===== src/hw/line_act_cfg.svh =====
// Constants of the line activation state machine
`ifndef LINE_ACT_CFG_SVH
`define LINE_ACT_CFG_SVH

// Layer-2 command codes
`define CMD_DEACT_REQ     4'h0
`define CMD_SW_INIT       4'h1
`define CMD_TEST_SINGLE   4'h2
`define CMD_TEST_CONT     4'h3
`define CMD_ACT_REQ       4'h8
`define CMD_ACT_LOOP2     4'hA
`define CMD_ACT_BLOCKED   4'hC
`define CMD_DEACT_CONFIRM 4'hF

// Layer-2 indication codes
`define IND_CLOCKING      4'h0
`define IND_UNLOCKED      4'h4
`define IND_ACT_REQ       4'h8
`define IND_TERM_ONLY     4'h7
`define IND_ACTIVATED     4'hC
`define IND_QUIET         4'hF

// Status word layout
`define STAT_WIDTH        32
`define STAT_MON_LSB      0
`define STAT_RX_STATE     2
`define STAT_FAR_END      3
`define STAT_SLIP         4
`define STAT_FRAME_LOCK   5
`define STAT_FRAMING_VIOL 6
`define STAT_MFRAME_LOCK  7

// Timing
`define CLK_PERIOD_NS     8
`define QUIET_TIME_NS     2000000
`define QUIET_CYC ((`QUIET_TIME_NS+`CLK_PERIOD_NS-1)/`CLK_PERIOD_NS)
`define SLOW_RATE_HZ      2000
`define SLOW_CYC (1000000000/(`SLOW_RATE_HZ*`CLK_PERIOD_NS))
`define FAST_RATE_HZ      192000
`define FAST_HALF_CYC (1000000000/(2*`FAST_RATE_HZ*`CLK_PERIOD_NS))
`define GOOD_FRAMES       2'h2

`endif


===== src/hw/line_act_pkg.sv =====
// Types of the line activation state machine
package line_act_pkg;

   typedef enum logic [3:0] {
      ST_RESET      = 4'h0,
      ST_TEST       = 4'h1,
      ST_PEND_DEACT = 4'h2,
      ST_WAIT_DR    = 4'h3,
      ST_DEACT      = 4'h4,
      ST_PEND_ACT   = 4'h5,
      ST_SYNCED     = 4'h6,
      ST_ACTIVATED  = 4'h7,
      ST_RESYNC     = 4'h8
   } lsm_state_e;

   typedef enum logic [1:0] {
      TM_OFF    = 2'h0,
      TM_SINGLE = 2'h1,
      TM_CONT   = 2'h2
   } test_mode_e;

   typedef enum logic [2:0] {
      INFO_0    = 3'h0,
      INFO_2    = 3'h2,
      INFO_4    = 3'h4,
      INFO_TEST = 3'h7
   } info_e;

   typedef struct packed {
      lsm_state_e  st;
      test_mode_e  tmode;
      info_e       info;
      logic        cmd_pend;
      logic [3:0]  cmd;
      logic [1:0]  good;
      logic        tbit;
      logic        wake;
      logic        awake;
      logic [3:0]  ind;
      logic        ind_vld;
      logic        framing_violation_flag;
      logic [31:0] word;
      logic [31:0] sh;
   } core_s;

   typedef struct packed {
      logic [17:0] cnt;
      logic        done;
   } quiet_s;

   typedef struct packed {
      logic [16:0] slow;
      logic [9:0]  fast;
      logic        pol;
      logic        pos;
      logic        neg;
   } pulse_s;

endpackage


===== src/hw/quiet_timer.sv =====
// Continuous quiet-line timer for pending deactivation
`timescale 1ns/1ps
`default_nettype none
`include "line_act_cfg.svh"

module quiet_timer #(
   parameter int QUIET_CYC = `QUIET_CYC
) (
   // Clock and reset
   input  wire logic sys_clk,
   input  wire logic rstn,
   // Control
   input  wire logic enable,
   input  wire logic line_active,
   // Result
   output logic      quiet_done
);

   localparam logic [17:0] LAST = 18'(QUIET_CYC - 1);

   line_act_pkg::quiet_s q_r;
   line_act_pkg::quiet_s q_nxt;

   always_comb begin
      q_nxt = q_r;
      if (!enable || line_active) begin
         q_nxt = '0;
      end else if (!q_r.done) begin
         if (q_r.cnt == LAST) begin
            q_nxt.done = 1'b1;
         end else begin
            q_nxt.cnt = q_r.cnt + 18'h1;
         end
      end
   end

   always_ff @(posedge sys_clk) begin
      if (!rstn) begin
         q_r <= '0;
      end else begin
         q_r <= q_nxt;
      end
   end

   assign quiet_done = q_r.done;

endmodule
`default_nettype wire


===== src/hw/test_pulse_gen.sv =====
// Test pulse generator: single or continuous alternating pulses
`timescale 1ns/1ps
`default_nettype none
`include "line_act_cfg.svh"

module test_pulse_gen #(
   parameter int SLOW_CYC = `SLOW_CYC
) (
   // Clock and reset
   input  wire logic                     sys_clk,
   input  wire logic                     rstn,
   // Mode
   input  wire line_act_pkg::test_mode_e mode,
   // Pulse outputs
   output logic                          pulse_pos,
   output logic                          pulse_neg
);

   localparam logic [16:0] SLOW_LAST = 17'(SLOW_CYC - 1);
   localparam logic [9:0]  FAST_LAST = 10'(`FAST_HALF_CYC - 1);
   localparam logic [16:0] WIDTH     = 17'(`FAST_HALF_CYC);

   line_act_pkg::pulse_s p_r;
   line_act_pkg::pulse_s p_nxt;

   always_comb begin
      p_nxt = p_r;
      case (mode)
         line_act_pkg::TM_SINGLE: begin
            // One pulse per slow period, polarity alternating
            p_nxt.fast = '0;
            if (p_r.slow == SLOW_LAST) begin
               p_nxt.slow = '0;
               p_nxt.pol  = ~p_r.pol;
            end else begin
               p_nxt.slow = p_r.slow + 17'h1;
            end
            p_nxt.pos = (p_r.slow < WIDTH) & p_r.pol;
            p_nxt.neg = (p_r.slow < WIDTH) & ~p_r.pol;
         end
         line_act_pkg::TM_CONT: begin
            // Alternating half periods without gaps
            p_nxt.slow = '0;
            if (p_r.fast == FAST_LAST) begin
               p_nxt.fast = '0;
               p_nxt.pol  = ~p_r.pol;
            end else begin
               p_nxt.fast = p_r.fast + 10'h1;
            end
            p_nxt.pos = p_r.pol;
            p_nxt.neg = ~p_r.pol;
         end
         default: begin
            p_nxt = '0;
         end
      endcase
   end

   always_ff @(posedge sys_clk) begin
      if (!rstn) begin
         p_r <= '0;
      end else begin
         p_r <= p_nxt;
      end
   end

   assign pulse_pos = p_r.pos;
   assign pulse_neg = p_r.neg;

endmodule
`default_nettype wire


===== src/hw/line_activation_state_machine.sv =====
// Exchange-side line activation and deactivation state machine
// Summary of operation
// - Reset pin or init command: reset state, silence, awake detector off.
// - Test mode suspends bursts and sends the selected pattern continuously.
// - Code 0010 single pulses at 2 kHz; 0011 continuous at 192 kHz.
// - Code 0000 enters pending deactivation from any state, sending silence.
// - Pending deactivation: detector on; leave after 2 ms quiet or confirm.
// - Unconditional states reach conditional ones only via pending deactivation.
// - Then wait-for-request; proceeds to activation, deactivated or loop.
// - Deactivated keeps detector on; wake signal starts pending activation.
// - Wake or activate command enters pending activation sending INFO 2.
// - INFO 1 received: synchronized within 10 ms, keep sending INFO 2.
// - Two frames without framing violation: activated, sending INFO 4.
// - INFO 3 lost: resync with INFO 2; INFO 1 returns to synchronized.
// - Code 1010 sends INFO 2 with T bit one for test loop 2.
// - Code 1100 sends INFO 4 with T bit zero.
// - Deactivated line carries silence in both directions.
// - Activated line carries INFO 3 up and INFO 4 down continuously.
// - INFO 1 and 2: 4 kHz bursts with framing violation.
// - INFO 3 and 4: 4 kHz bursts, no framing violation, user data.
// - Superframe: violation every fourth frame, S and T bits transparent.
// - 32-bit status word per channel shifted out serially.
// - Indications: 0000, 0100, 1000, 0111, 1100, 1111.
`timescale 1ns/1ps
`default_nettype none
`include "line_act_cfg.svh"

module line_activation_state_machine #(
   parameter int QUIET_CYC = `QUIET_CYC,
   parameter int SLOW_CYC  = `SLOW_CYC
) (
   // Clock and reset
   input  wire logic        sys_clk,
   input  wire logic        rstn,
   // Layer-2 command port
   input  wire logic [3:0]  cmd_code,
   input  wire logic        cmd_strobe,
   // Layer-2 indication port
   output logic [3:0]       ind_code,
   output logic             ind_strobe,
   // Line timing and receiver
   input  wire logic        frame_tick,
   input  wire logic        rx_signal,
   input  wire logic        rx_info1w,
   input  wire logic        rx_info1,
   input  wire logic        rx_frame,
   input  wire logic        rx_frame_cv,
   input  wire logic        rx_info3_lost,
   // Line transmit control
   output logic [2:0]       tx_info,
   output logic             tx_t_bit,
   output logic             tx_pulse_pos,
   output logic             tx_pulse_neg,
   output logic             awake_det_en,
   // Status word
   input  wire logic [1:0]  mon_bits,
   input  wire logic        far_end_violation_flag,
   input  wire logic        slip_flag,
   input  wire logic        multiframe_lock_flag,
   input  wire logic        stat_load,
   output logic             stat_sdo,
   output logic [31:0]      stat_word
);

   // ***********************************************************
   // Decoding helpers
   // ***********************************************************

   function automatic logic is_uncond(line_act_pkg::lsm_state_e s);
      is_uncond = (s == line_act_pkg::ST_RESET) ||
                  (s == line_act_pkg::ST_TEST);
   endfunction

   function automatic line_act_pkg::info_e info_of(
      line_act_pkg::lsm_state_e s);
      case (s)
         line_act_pkg::ST_TEST:      info_of = line_act_pkg::INFO_TEST;
         line_act_pkg::ST_PEND_ACT,
         line_act_pkg::ST_SYNCED,
         line_act_pkg::ST_RESYNC:    info_of = line_act_pkg::INFO_2;
         line_act_pkg::ST_ACTIVATED: info_of = line_act_pkg::INFO_4;
         default:                    info_of = line_act_pkg::INFO_0;
      endcase
   endfunction

   function automatic logic [3:0] ind_of(
      line_act_pkg::lsm_state_e s, logic wake);
      case (s)
         line_act_pkg::ST_WAIT_DR:   ind_of = `IND_QUIET;
         line_act_pkg::ST_PEND_ACT:
            ind_of = wake ? `IND_ACT_REQ : `IND_CLOCKING;
         line_act_pkg::ST_SYNCED:    ind_of = `IND_TERM_ONLY;
         line_act_pkg::ST_ACTIVATED: ind_of = `IND_ACTIVATED;
         line_act_pkg::ST_RESYNC:    ind_of = `IND_UNLOCKED;
         default:                    ind_of = `IND_CLOCKING;
      endcase
   endfunction

   // ***********************************************************
   // State and helper blocks
   // ***********************************************************

   line_act_pkg::core_s c_r;
   line_act_pkg::core_s c_nxt;
   logic                cmd_now;
   logic                quiet_done;
   logic [31:0]         stat_now;
   logic [3:0]          ind_new;

   assign cmd_now = c_r.cmd_pend & frame_tick;

   quiet_timer #(
      .QUIET_CYC   (QUIET_CYC)
   ) u_quiet (
      .sys_clk     (sys_clk),
      .rstn        (rstn),
      .enable      (c_r.st == line_act_pkg::ST_PEND_DEACT),
      .line_active (rx_signal),
      .quiet_done  (quiet_done)
   );

   test_pulse_gen #(
      .SLOW_CYC  (SLOW_CYC)
   ) u_pulse (
      .sys_clk   (sys_clk),
      .rstn      (rstn),
      .mode      (c_r.tmode),
      .pulse_pos (tx_pulse_pos),
      .pulse_neg (tx_pulse_neg)
   );

   // ***********************************************************
   // Status word; top three flags serve test only
   // ***********************************************************

   always_comb begin
      stat_now = '0;
      stat_now[`STAT_MON_LSB +: 2] = mon_bits;
      stat_now[`STAT_RX_STATE] = (c_r.st == line_act_pkg::ST_ACTIVATED);
      stat_now[`STAT_FAR_END] = far_end_violation_flag;
      stat_now[`STAT_SLIP] = slip_flag;
      stat_now[`STAT_FRAME_LOCK] = (c_r.st == line_act_pkg::ST_SYNCED) ||
                                   (c_r.st == line_act_pkg::ST_ACTIVATED);
      stat_now[`STAT_FRAMING_VIOL] = c_r.framing_violation_flag;
      stat_now[`STAT_MFRAME_LOCK] = multiframe_lock_flag;
   end

   // ***********************************************************
   // Next state
   // ***********************************************************

   always_comb begin
      c_nxt = c_r;
      c_nxt.ind_vld = 1'b0;
      ind_new = '0;

      // Command latch; a new strobe wins over the consuming edge
      if (cmd_strobe) begin
         c_nxt.cmd_pend = 1'b1;
         c_nxt.cmd = cmd_code;
      end else if (cmd_now) begin
         c_nxt.cmd_pend = 1'b0;
      end

      // Line events
      case (c_r.st)
         line_act_pkg::ST_PEND_DEACT: begin
            if (quiet_done) begin
               c_nxt.st = line_act_pkg::ST_WAIT_DR;
            end
         end
         line_act_pkg::ST_DEACT: begin
            if (rx_info1w) begin
               c_nxt.st = line_act_pkg::ST_PEND_ACT;
               c_nxt.wake = 1'b1;
            end
         end
         line_act_pkg::ST_PEND_ACT,
         line_act_pkg::ST_RESYNC: begin
            if (rx_info1) begin
               c_nxt.st = line_act_pkg::ST_SYNCED;
               c_nxt.good = '0;
            end
         end
         line_act_pkg::ST_SYNCED: begin
            if (rx_frame) begin
               if (rx_frame_cv) begin
                  c_nxt.good = '0;
               end else if (c_r.good == `GOOD_FRAMES - 2'h1) begin
                  c_nxt.st = line_act_pkg::ST_ACTIVATED;
               end else begin
                  c_nxt.good = c_r.good + 2'h1;
               end
            end
         end
         line_act_pkg::ST_ACTIVATED: begin
            if (rx_info3_lost) begin
               c_nxt.st = line_act_pkg::ST_RESYNC;
            end
         end
         default: begin
         end
      endcase

      // Commands at the frame boundary override line events
      if (cmd_now) begin
         case (c_r.cmd)
            `CMD_DEACT_REQ: begin
               c_nxt.st = line_act_pkg::ST_PEND_DEACT;
            end
            `CMD_SW_INIT: begin
               c_nxt.st = line_act_pkg::ST_RESET;
            end
            `CMD_TEST_SINGLE: begin
               c_nxt.st = line_act_pkg::ST_TEST;
               c_nxt.tmode = line_act_pkg::TM_SINGLE;
            end
            `CMD_TEST_CONT: begin
               c_nxt.st = line_act_pkg::ST_TEST;
               c_nxt.tmode = line_act_pkg::TM_CONT;
            end
            `CMD_ACT_REQ,
            `CMD_ACT_LOOP2: begin
               if (c_r.st == line_act_pkg::ST_WAIT_DR ||
                   c_r.st == line_act_pkg::ST_DEACT) begin
                  c_nxt.st = line_act_pkg::ST_PEND_ACT;
                  c_nxt.wake = 1'b0;
                  c_nxt.tbit = (c_r.cmd == `CMD_ACT_LOOP2);
               end
            end
            `CMD_ACT_BLOCKED: begin
               if (c_r.st == line_act_pkg::ST_SYNCED ||
                   c_r.st == line_act_pkg::ST_RESYNC ||
                   c_r.st == line_act_pkg::ST_ACTIVATED) begin
                  c_nxt.st = line_act_pkg::ST_ACTIVATED;
                  c_nxt.tbit = 1'b0;
               end
            end
            `CMD_DEACT_CONFIRM: begin
               if (c_r.st == line_act_pkg::ST_PEND_DEACT) begin
                  c_nxt.st = line_act_pkg::ST_WAIT_DR;
               end else if (c_r.st == line_act_pkg::ST_WAIT_DR) begin
                  c_nxt.st = line_act_pkg::ST_DEACT;
               end
            end
            default: begin
            end
         endcase
      end

      if (c_nxt.st != line_act_pkg::ST_TEST) begin
         c_nxt.tmode = line_act_pkg::TM_OFF;
      end

      // Registered line controls follow the next state
      c_nxt.info = info_of(c_nxt.st);
      c_nxt.awake = !is_uncond(c_nxt.st);

      // Indication only on change
      ind_new = ind_of(c_nxt.st, c_nxt.wake);
      if (ind_new != c_r.ind) begin
         c_nxt.ind = ind_new;
         c_nxt.ind_vld = 1'b1;
      end

      if (rx_frame) begin
         c_nxt.framing_violation_flag = rx_frame_cv;
      end

      // Serial status: load snapshot, then shift out LSB first
      if (stat_load) begin
         c_nxt.word = stat_now;
         c_nxt.sh = stat_now;
      end else begin
         c_nxt.sh = {1'b0, c_r.sh[31:1]};
      end
   end

   always_ff @(posedge sys_clk) begin
      if (!rstn) begin
         c_r <= '0;
      end else begin
         c_r <= c_nxt;
      end
   end

   assign ind_code     = c_r.ind;
   assign ind_strobe   = c_r.ind_vld;
   assign tx_info      = c_r.info;
   assign tx_t_bit     = c_r.tbit;
   assign awake_det_en = c_r.awake;
   assign stat_sdo     = c_r.sh[0];
   assign stat_word    = c_r.word;
endmodule
`default_nettype wire


===== config.mk =====
export PLATFORM = sky130hd
export DESIGN_NAME = line_activation_state_machine
export DESIGN_NICKNAME = d
export VERILOG_FILES = /design/src/hw/line_act_pkg.sv /design/src/hw/quiet_timer.sv /design/src/hw/test_pulse_gen.sv /design/src/hw/line_activation_state_machine.sv
export VERILOG_INCLUDE_DIRS = /design/src /design/src/hw
export SDC_FILE = /design/constraint.sdc
export NUM_CORES = 1
export LEC_CHECK = 0
export BUFFER_PORTS_ARGS = -buffer_cell sky130_fd_sc_hd__buf_2
export CORE_MARGIN = 4
export CORE_UTILIZATION = 55
export CTS_BUF_LIST = sky130_fd_sc_hd__clkbuf_8
export CTS_CLUSTER_DIAMETER = 80
export DETAILED_ROUTE_END_ITERATION = 12
export PLACE_DENSITY_LB_ADDON = 0.05
export SETUP_SLACK_MARGIN = 0.2
export SYNTH_ARGS = -nofsm -noshare
export SYNTH_HDL_FRONTEND = slang
export SYNTH_SLANG_ARGS = --single-unit

===== constraint.sdc =====
create_clock -name sys_clk -period 3.4 [get_ports sys_clk]
set_input_delay 0.34 -clock sys_clk [delete_from_list [all_inputs] [get_ports sys_clk]]
set_output_delay 0.34 -clock sys_clk [all_outputs]
set_load 0.05 [all_outputs]

After elaboration in Yosys (flattened, before gate mapping)

Index checks and enable logic that the tools add are counted.

Add/subtract/negate cells: 4
$lt $le $gt $ge: 1
Equality and inequality tests: 35
Mux-type cells: 41
Bitwise gates (word level): 7
Reductions and logical operators: 26

Operators by type and width:

| cell                  | number |
|---|---|
| $pmux 30 s2           | 1 |
| $mux 4                | 12 |
| $pmux 4 s5            | 2 |
| $eq 4x3->1 const B    | 7 |
| $eq 4x4->1 const B    | 6 |
| $pmux 4 s6            | 1 |
| $eq 4x2->1 const B    | 5 |
| $add 18x1->18 const B | 1 |
| $eq 18x18->1 const B  | 1 |
| $add 17x1->17 const B | 1 |
| $eq 17x16->1 const B  | 1 |
| $lt 17x9->1 const B   | 1 |
| $mux 17               | 1 |
| $mux 1                | 12 |
| $reduce_or 2->1       | 6 |
| $add 10x1->10 const B | 1 |
| $eq 10x9->1 const B   | 1 |
| $mux 10               | 1 |
| $mux 2                | 5 |
| $pmux 3 s3            | 1 |
| $eq 4x1->1 const B    | 2 |
| $logic_not 4->1       | 2 |
| $mux 8                | 1 |
| $ne 2x2->1 const B    | 4 |
| other kinds (18)      | 38 |

Register bits: 113
Input port bits: 20
Output and inout port bits: 45

Depth between registers and ports, before layout

Depth after elaboration: 13
Mapped depth: 9
Gate-level depth less buffers: 9

Hierarchy

From an unflattened synthesis, not the netlist that was laid out.

Cells, all modules: 566
Area total of the unflattened synthesis: 4,813.4 µm²

By module, submodules not included:

| module                        | instances | cells each | area each (µm²) | sequential area each (µm²) |
|---|---|---|---|---|
| line_activation_state_machine | 1         | 308        | 2,504.9         | 800.8 |
| test_pulse_gen                | 1         | 152        | 1,352.5         | 600.6 |
| quiet_timer                   | 1         | 106        | 955.9           | 380.4 |

Worst setup path before layout

No wires, ideal clock.

Path type: reg-to-reg
From: register c_r[88] in the netlist's numbering
To: register c_r (netlist bit ind_code[2])
Data arrival time: 2.043 ns
Setup slack: 1.287 ns
Stages on the path, launching flop included: 8
Path buffers: 0
Clock period less this slack: 2.113 ns
Cell sequence: dfxtp_1 and4bb_2 o21ai_1 or3_4 a21boi_4 nor2_2 or4_1 a21oi_1

Word-level cells in the longest chain between the ends: 11

RTL lines:

| element                                  | RTL line                             | text |
|---|---|---|
| start, declared                          | line_activation_state_machine.sv:103 | `line_act_pkg::core_s c_r;` |
| start signal, assigned                   | line_activation_state_machine.sv:283 | `c_r <= c_nxt;` |
| $mux 4                                   | line_activation_state_machine.sv:189 | `` end else if (c_r.good == `GOOD_FRAMES - 2'h1) begin `` |
| $mux 4                                   | line_activation_state_machine.sv:187 | `if (rx_frame_cv) begin` |
| $mux 4                                   | line_activation_state_machine.sv:186 | `if (rx_frame) begin` |
| $pmux 4 s5                               | line_activation_state_machine.sv:166 | `case (c_r.st)` |
| $mux 4                                   | line_activation_state_machine.sv:242 | `end else if (c_r.st == line_act_pkg::ST_WAIT_DR) begin` |
| $mux 4                                   | line_activation_state_machine.sv:240 | `if (c_r.st == line_act_pkg::ST_PEND_DEACT) begin` |
| $pmux 4 s6                               | line_activation_state_machine.sv:207 | `case (c_r.cmd)` |
| $mux 6                                   | line_activation_state_machine.sv:206 | `if (cmd_now) begin` |
| $eq 4x4->1, or another cell as far along | line_activation_state_machine.sv:88  | `case (s)` |
| $pmux 4 s5 (*)                           | line_activation_state_machine.sv:88  |  |
| $ne 4x4->1                               | line_activation_state_machine.sv:261 | `if (ind_new != c_r.ind) begin` |

Mark *: on every way between the ends. The rest lies on a longest branch, timed or not. The select of a mux whose other input is x is not followed.
A chain may end at the register's enable or synchronous reset.

Final worst setup path

From: register c_r[86] in the netlist's numbering
To: register c_r (netlist bit ind_code[2])

Same word-level chain as after synthesis.

==> run metrics <==
Final Cycle Share 0.759; FF+latch count, synth 89; Finished Layout Cells 675; Max Root-Sink Buffers 2; full die area 0.00989 mm2; Num CTS Buffers 9; routability cong. 0.918; synthesis-to-finish area growth 6.45%; Max Freq 388 MHz; overall global routing resource usage 0.195; die height 99.4 um; clock slew at reported path FFs 0.10 ns; Synth top area share 0.387; Startpoint Class flop; Post-route DRC 0; Synth area leader dfxtp_1; RSZ-0062 raised after global routing no; initial antenna violation count 0; Least-Margin Pin Slew 0.630 ns; critical path peak fanout 17; FF-to-FF path depth 7; Final Net Count 592; Via density 5.44; Post-Route WL 9240 um; Slew Limit Fails 0; starting density of the core 0.562; clock root buffer clkbuf_8; setup violators final 0; first-pass GRT wire length 15900 um; CTS tree built; ranking of synthesized cells by area dfxtp_1 39%, buf_4 6.4%, nor2_1 6.4%; vias in the first global route 3506; Yosys cell types 72; antenna viol nets, final 0; multi-input logic area 0.00246 mm2; Primary FF master, synth dfxtp_1; peak supply drop 0.279 mV; antenna cell count 0; hold depth 3; CORE AREA 0.00818 mm2; PD cells 438 mW/mm2; fill cell count 778; WP data arrival 2.89 ns; ys async rst share 0; CP Capture Type flop; CP Data Required Time 3.71 ns; number of cells after detailed placement 659; H-Tree Depth 3; share of cells above drive strength 1 0.126; max incr delay on CP 0.63 ns; Synth Warn # 0; fin crit period 2.58 ns; Post-DP HPWL 6680 um; DRT Pass-1 Iters 4; P_leak 1.86 nW; Avg WL per Cell 13.7 um; FF-to-FF setup slack 0.82 ns; die width 99.4 um; I/O Pins 65; syn_area_per_cell 8.42 um2; Worst path slowest cell dfxtp_1; clock latency on the worst-skew pair 0.37 ns; Final Power 2.14 mW; initial DRC count 193; crit-path cells and4bb_2, o21ai_1, or3_4, a21boi_4, nor2_2, or4_1, a21oi_1; Setup TNS 0 ns; hold crit path type input pin to flop; CTS Hold Bufs 0; Syn Std Cell Area 0.00460 mm2; CP Class flop to flop; DR vias 3675; post-cts gate resize count 0; Place WS 0.849 ns; # port buffers 40; gr ovfl total 0; status finished clean; Slew headroom 0.579; PnR worst setup slack 0.820 ns; synthesized instance count 546; register area 0.00178 mm2; Post-CTS Setup Bufs 0; largest net degree at the start of global routing 21; number of max-cap violations 0; Sink Count 89; Final Hold Fails 0; Worst Skew 0.0156 ns; row count 33; Seq/Total Area, Yosys 0.387; EDFF count, synth 0
-- final timing paths --
| check | start | end |
|---|---|---|
| setup / recovery | c_r[86] | ind_code[2] |
| hold / removal | cmd_code[2] | c_r[77] |
| setup reg to reg | c_r[86] | ind_code[2] |
| hold reg to reg | c_r[4] | c_r[3] |
-- Yosys cell counts, types with 5 or more instances --
cell       n
o21ai_0   14
ha_1       7
inv_1     18
nand3_1   17
mux2i_1    9
nand4_1   11
nor3b_1    6
clkbuf_1   9
dfxtp_1   89
a21oi_1   30
buf_4     39
nand2_1   45
or3_1      9
buf_2      8
nor3_1    12
nand2b_1   5
and3_1    12
xor2_1    24
xnor2_1   16
nor2_1    78
-- cell usage in the layout (no fill, tap or decap), drive strengths merged, types with 6 or more instances in the layout --
| master | count |
|---|---|
| xnor2 | 16 |
| ha | 7 |
| buf | 42 |
| conb | 24 |
| or3 | 10 |
| nor2 | 79 |
| xor2 | 24 |
| dfxtp | 89 |
| inv | 22 |
| clkbuf | 9 |
| mux2i | 9 |
| nor3 | 12 |
| o21ai | 18 |
| a21oi | 30 |
| nand3 | 17 |
| nand2 | 45 |
| nor3b | 6 |
| and3 | 12 |
| nand4 | 11 |
-- report_power, final --
part / switching, mW / internal (mW)
Sequential: 0.0232 / 1.06
Clock: 0.407 / 0.428
Combinational: 0.166 / 0.0601
Total: 0.596 / 1.55
-- stage by stage --
| step | area, um2 | util | hold slack, ns |
|---|---|---|---|
| floorplan | 4680 | - | 0.414 |
| global placement | 4660 | 0.570 | 0.436 |
| detailed placement | 4660 | 0.570 | 0.439 |
| CTS | 4890 | 0.599 | 0.190 |
| global route | 4890 | 0.599 | 0.225 |
| finish | 4890 | 0.599 | 0.201 |
-- worst max-delay path: cells and delay by family (launching register included) --
kind               cells  cell delay (ns)
AOI/OAI and AO/OA      3             0.50
DFF                    1             0.63
and+or+nand+nor        4             1.40
-- cell families (layout without fill, tap and decap cells) --
group                      Yosys count  in the layout  synth area share
buffers and inverters               77             78            0.0969
and+or+nand+nor                    235            235             0.264
adders and majority gates            7              7            0.0190
muxes                               10             10            0.0220
DFF                                 89             89             0.387
other                                1             24          0.000816
xor gates and xnor gates            40             40            0.0762
AOI/OAI and AO/OA                   87             87             0.134
-- registers in the layout, indices dropped and copies added, names as in the netlist --
name / cells
u_quiet.quiet_done: 1
u_pulse.pulse_neg: 1
stat_word: 8
tx_info: 3
awake_det_en: 1
u_pulse.p_r: 28
stat_sdo: 1
ind_code: 3
c_r: 22
ind_strobe: 1
tx_t_bit: 1
u_pulse.pulse_pos: 1
u_quiet.q_r: 18
-- layer usage --
layer  up-vias  wire (um)  GRT usage
met5         -          0          0
met4         0        159     0.0756
met1      1707       4280      0.259
li1       1883          -          -
met2        69       4390      0.311
met3        16        416     0.0400
-- layout make-up --
cell class	instances	area share
Tap cell	105	0.0268
Clock inverter	7	0.0225
Inverter	20	0.0153
Multi-Input combinational cell	403	0.502
Sequential cell	89	0.364
Clock buffer	9	0.0253
Timing Repair Buffer	42	0.0440
Note: power is estimated with default switching activity, not from simulation.
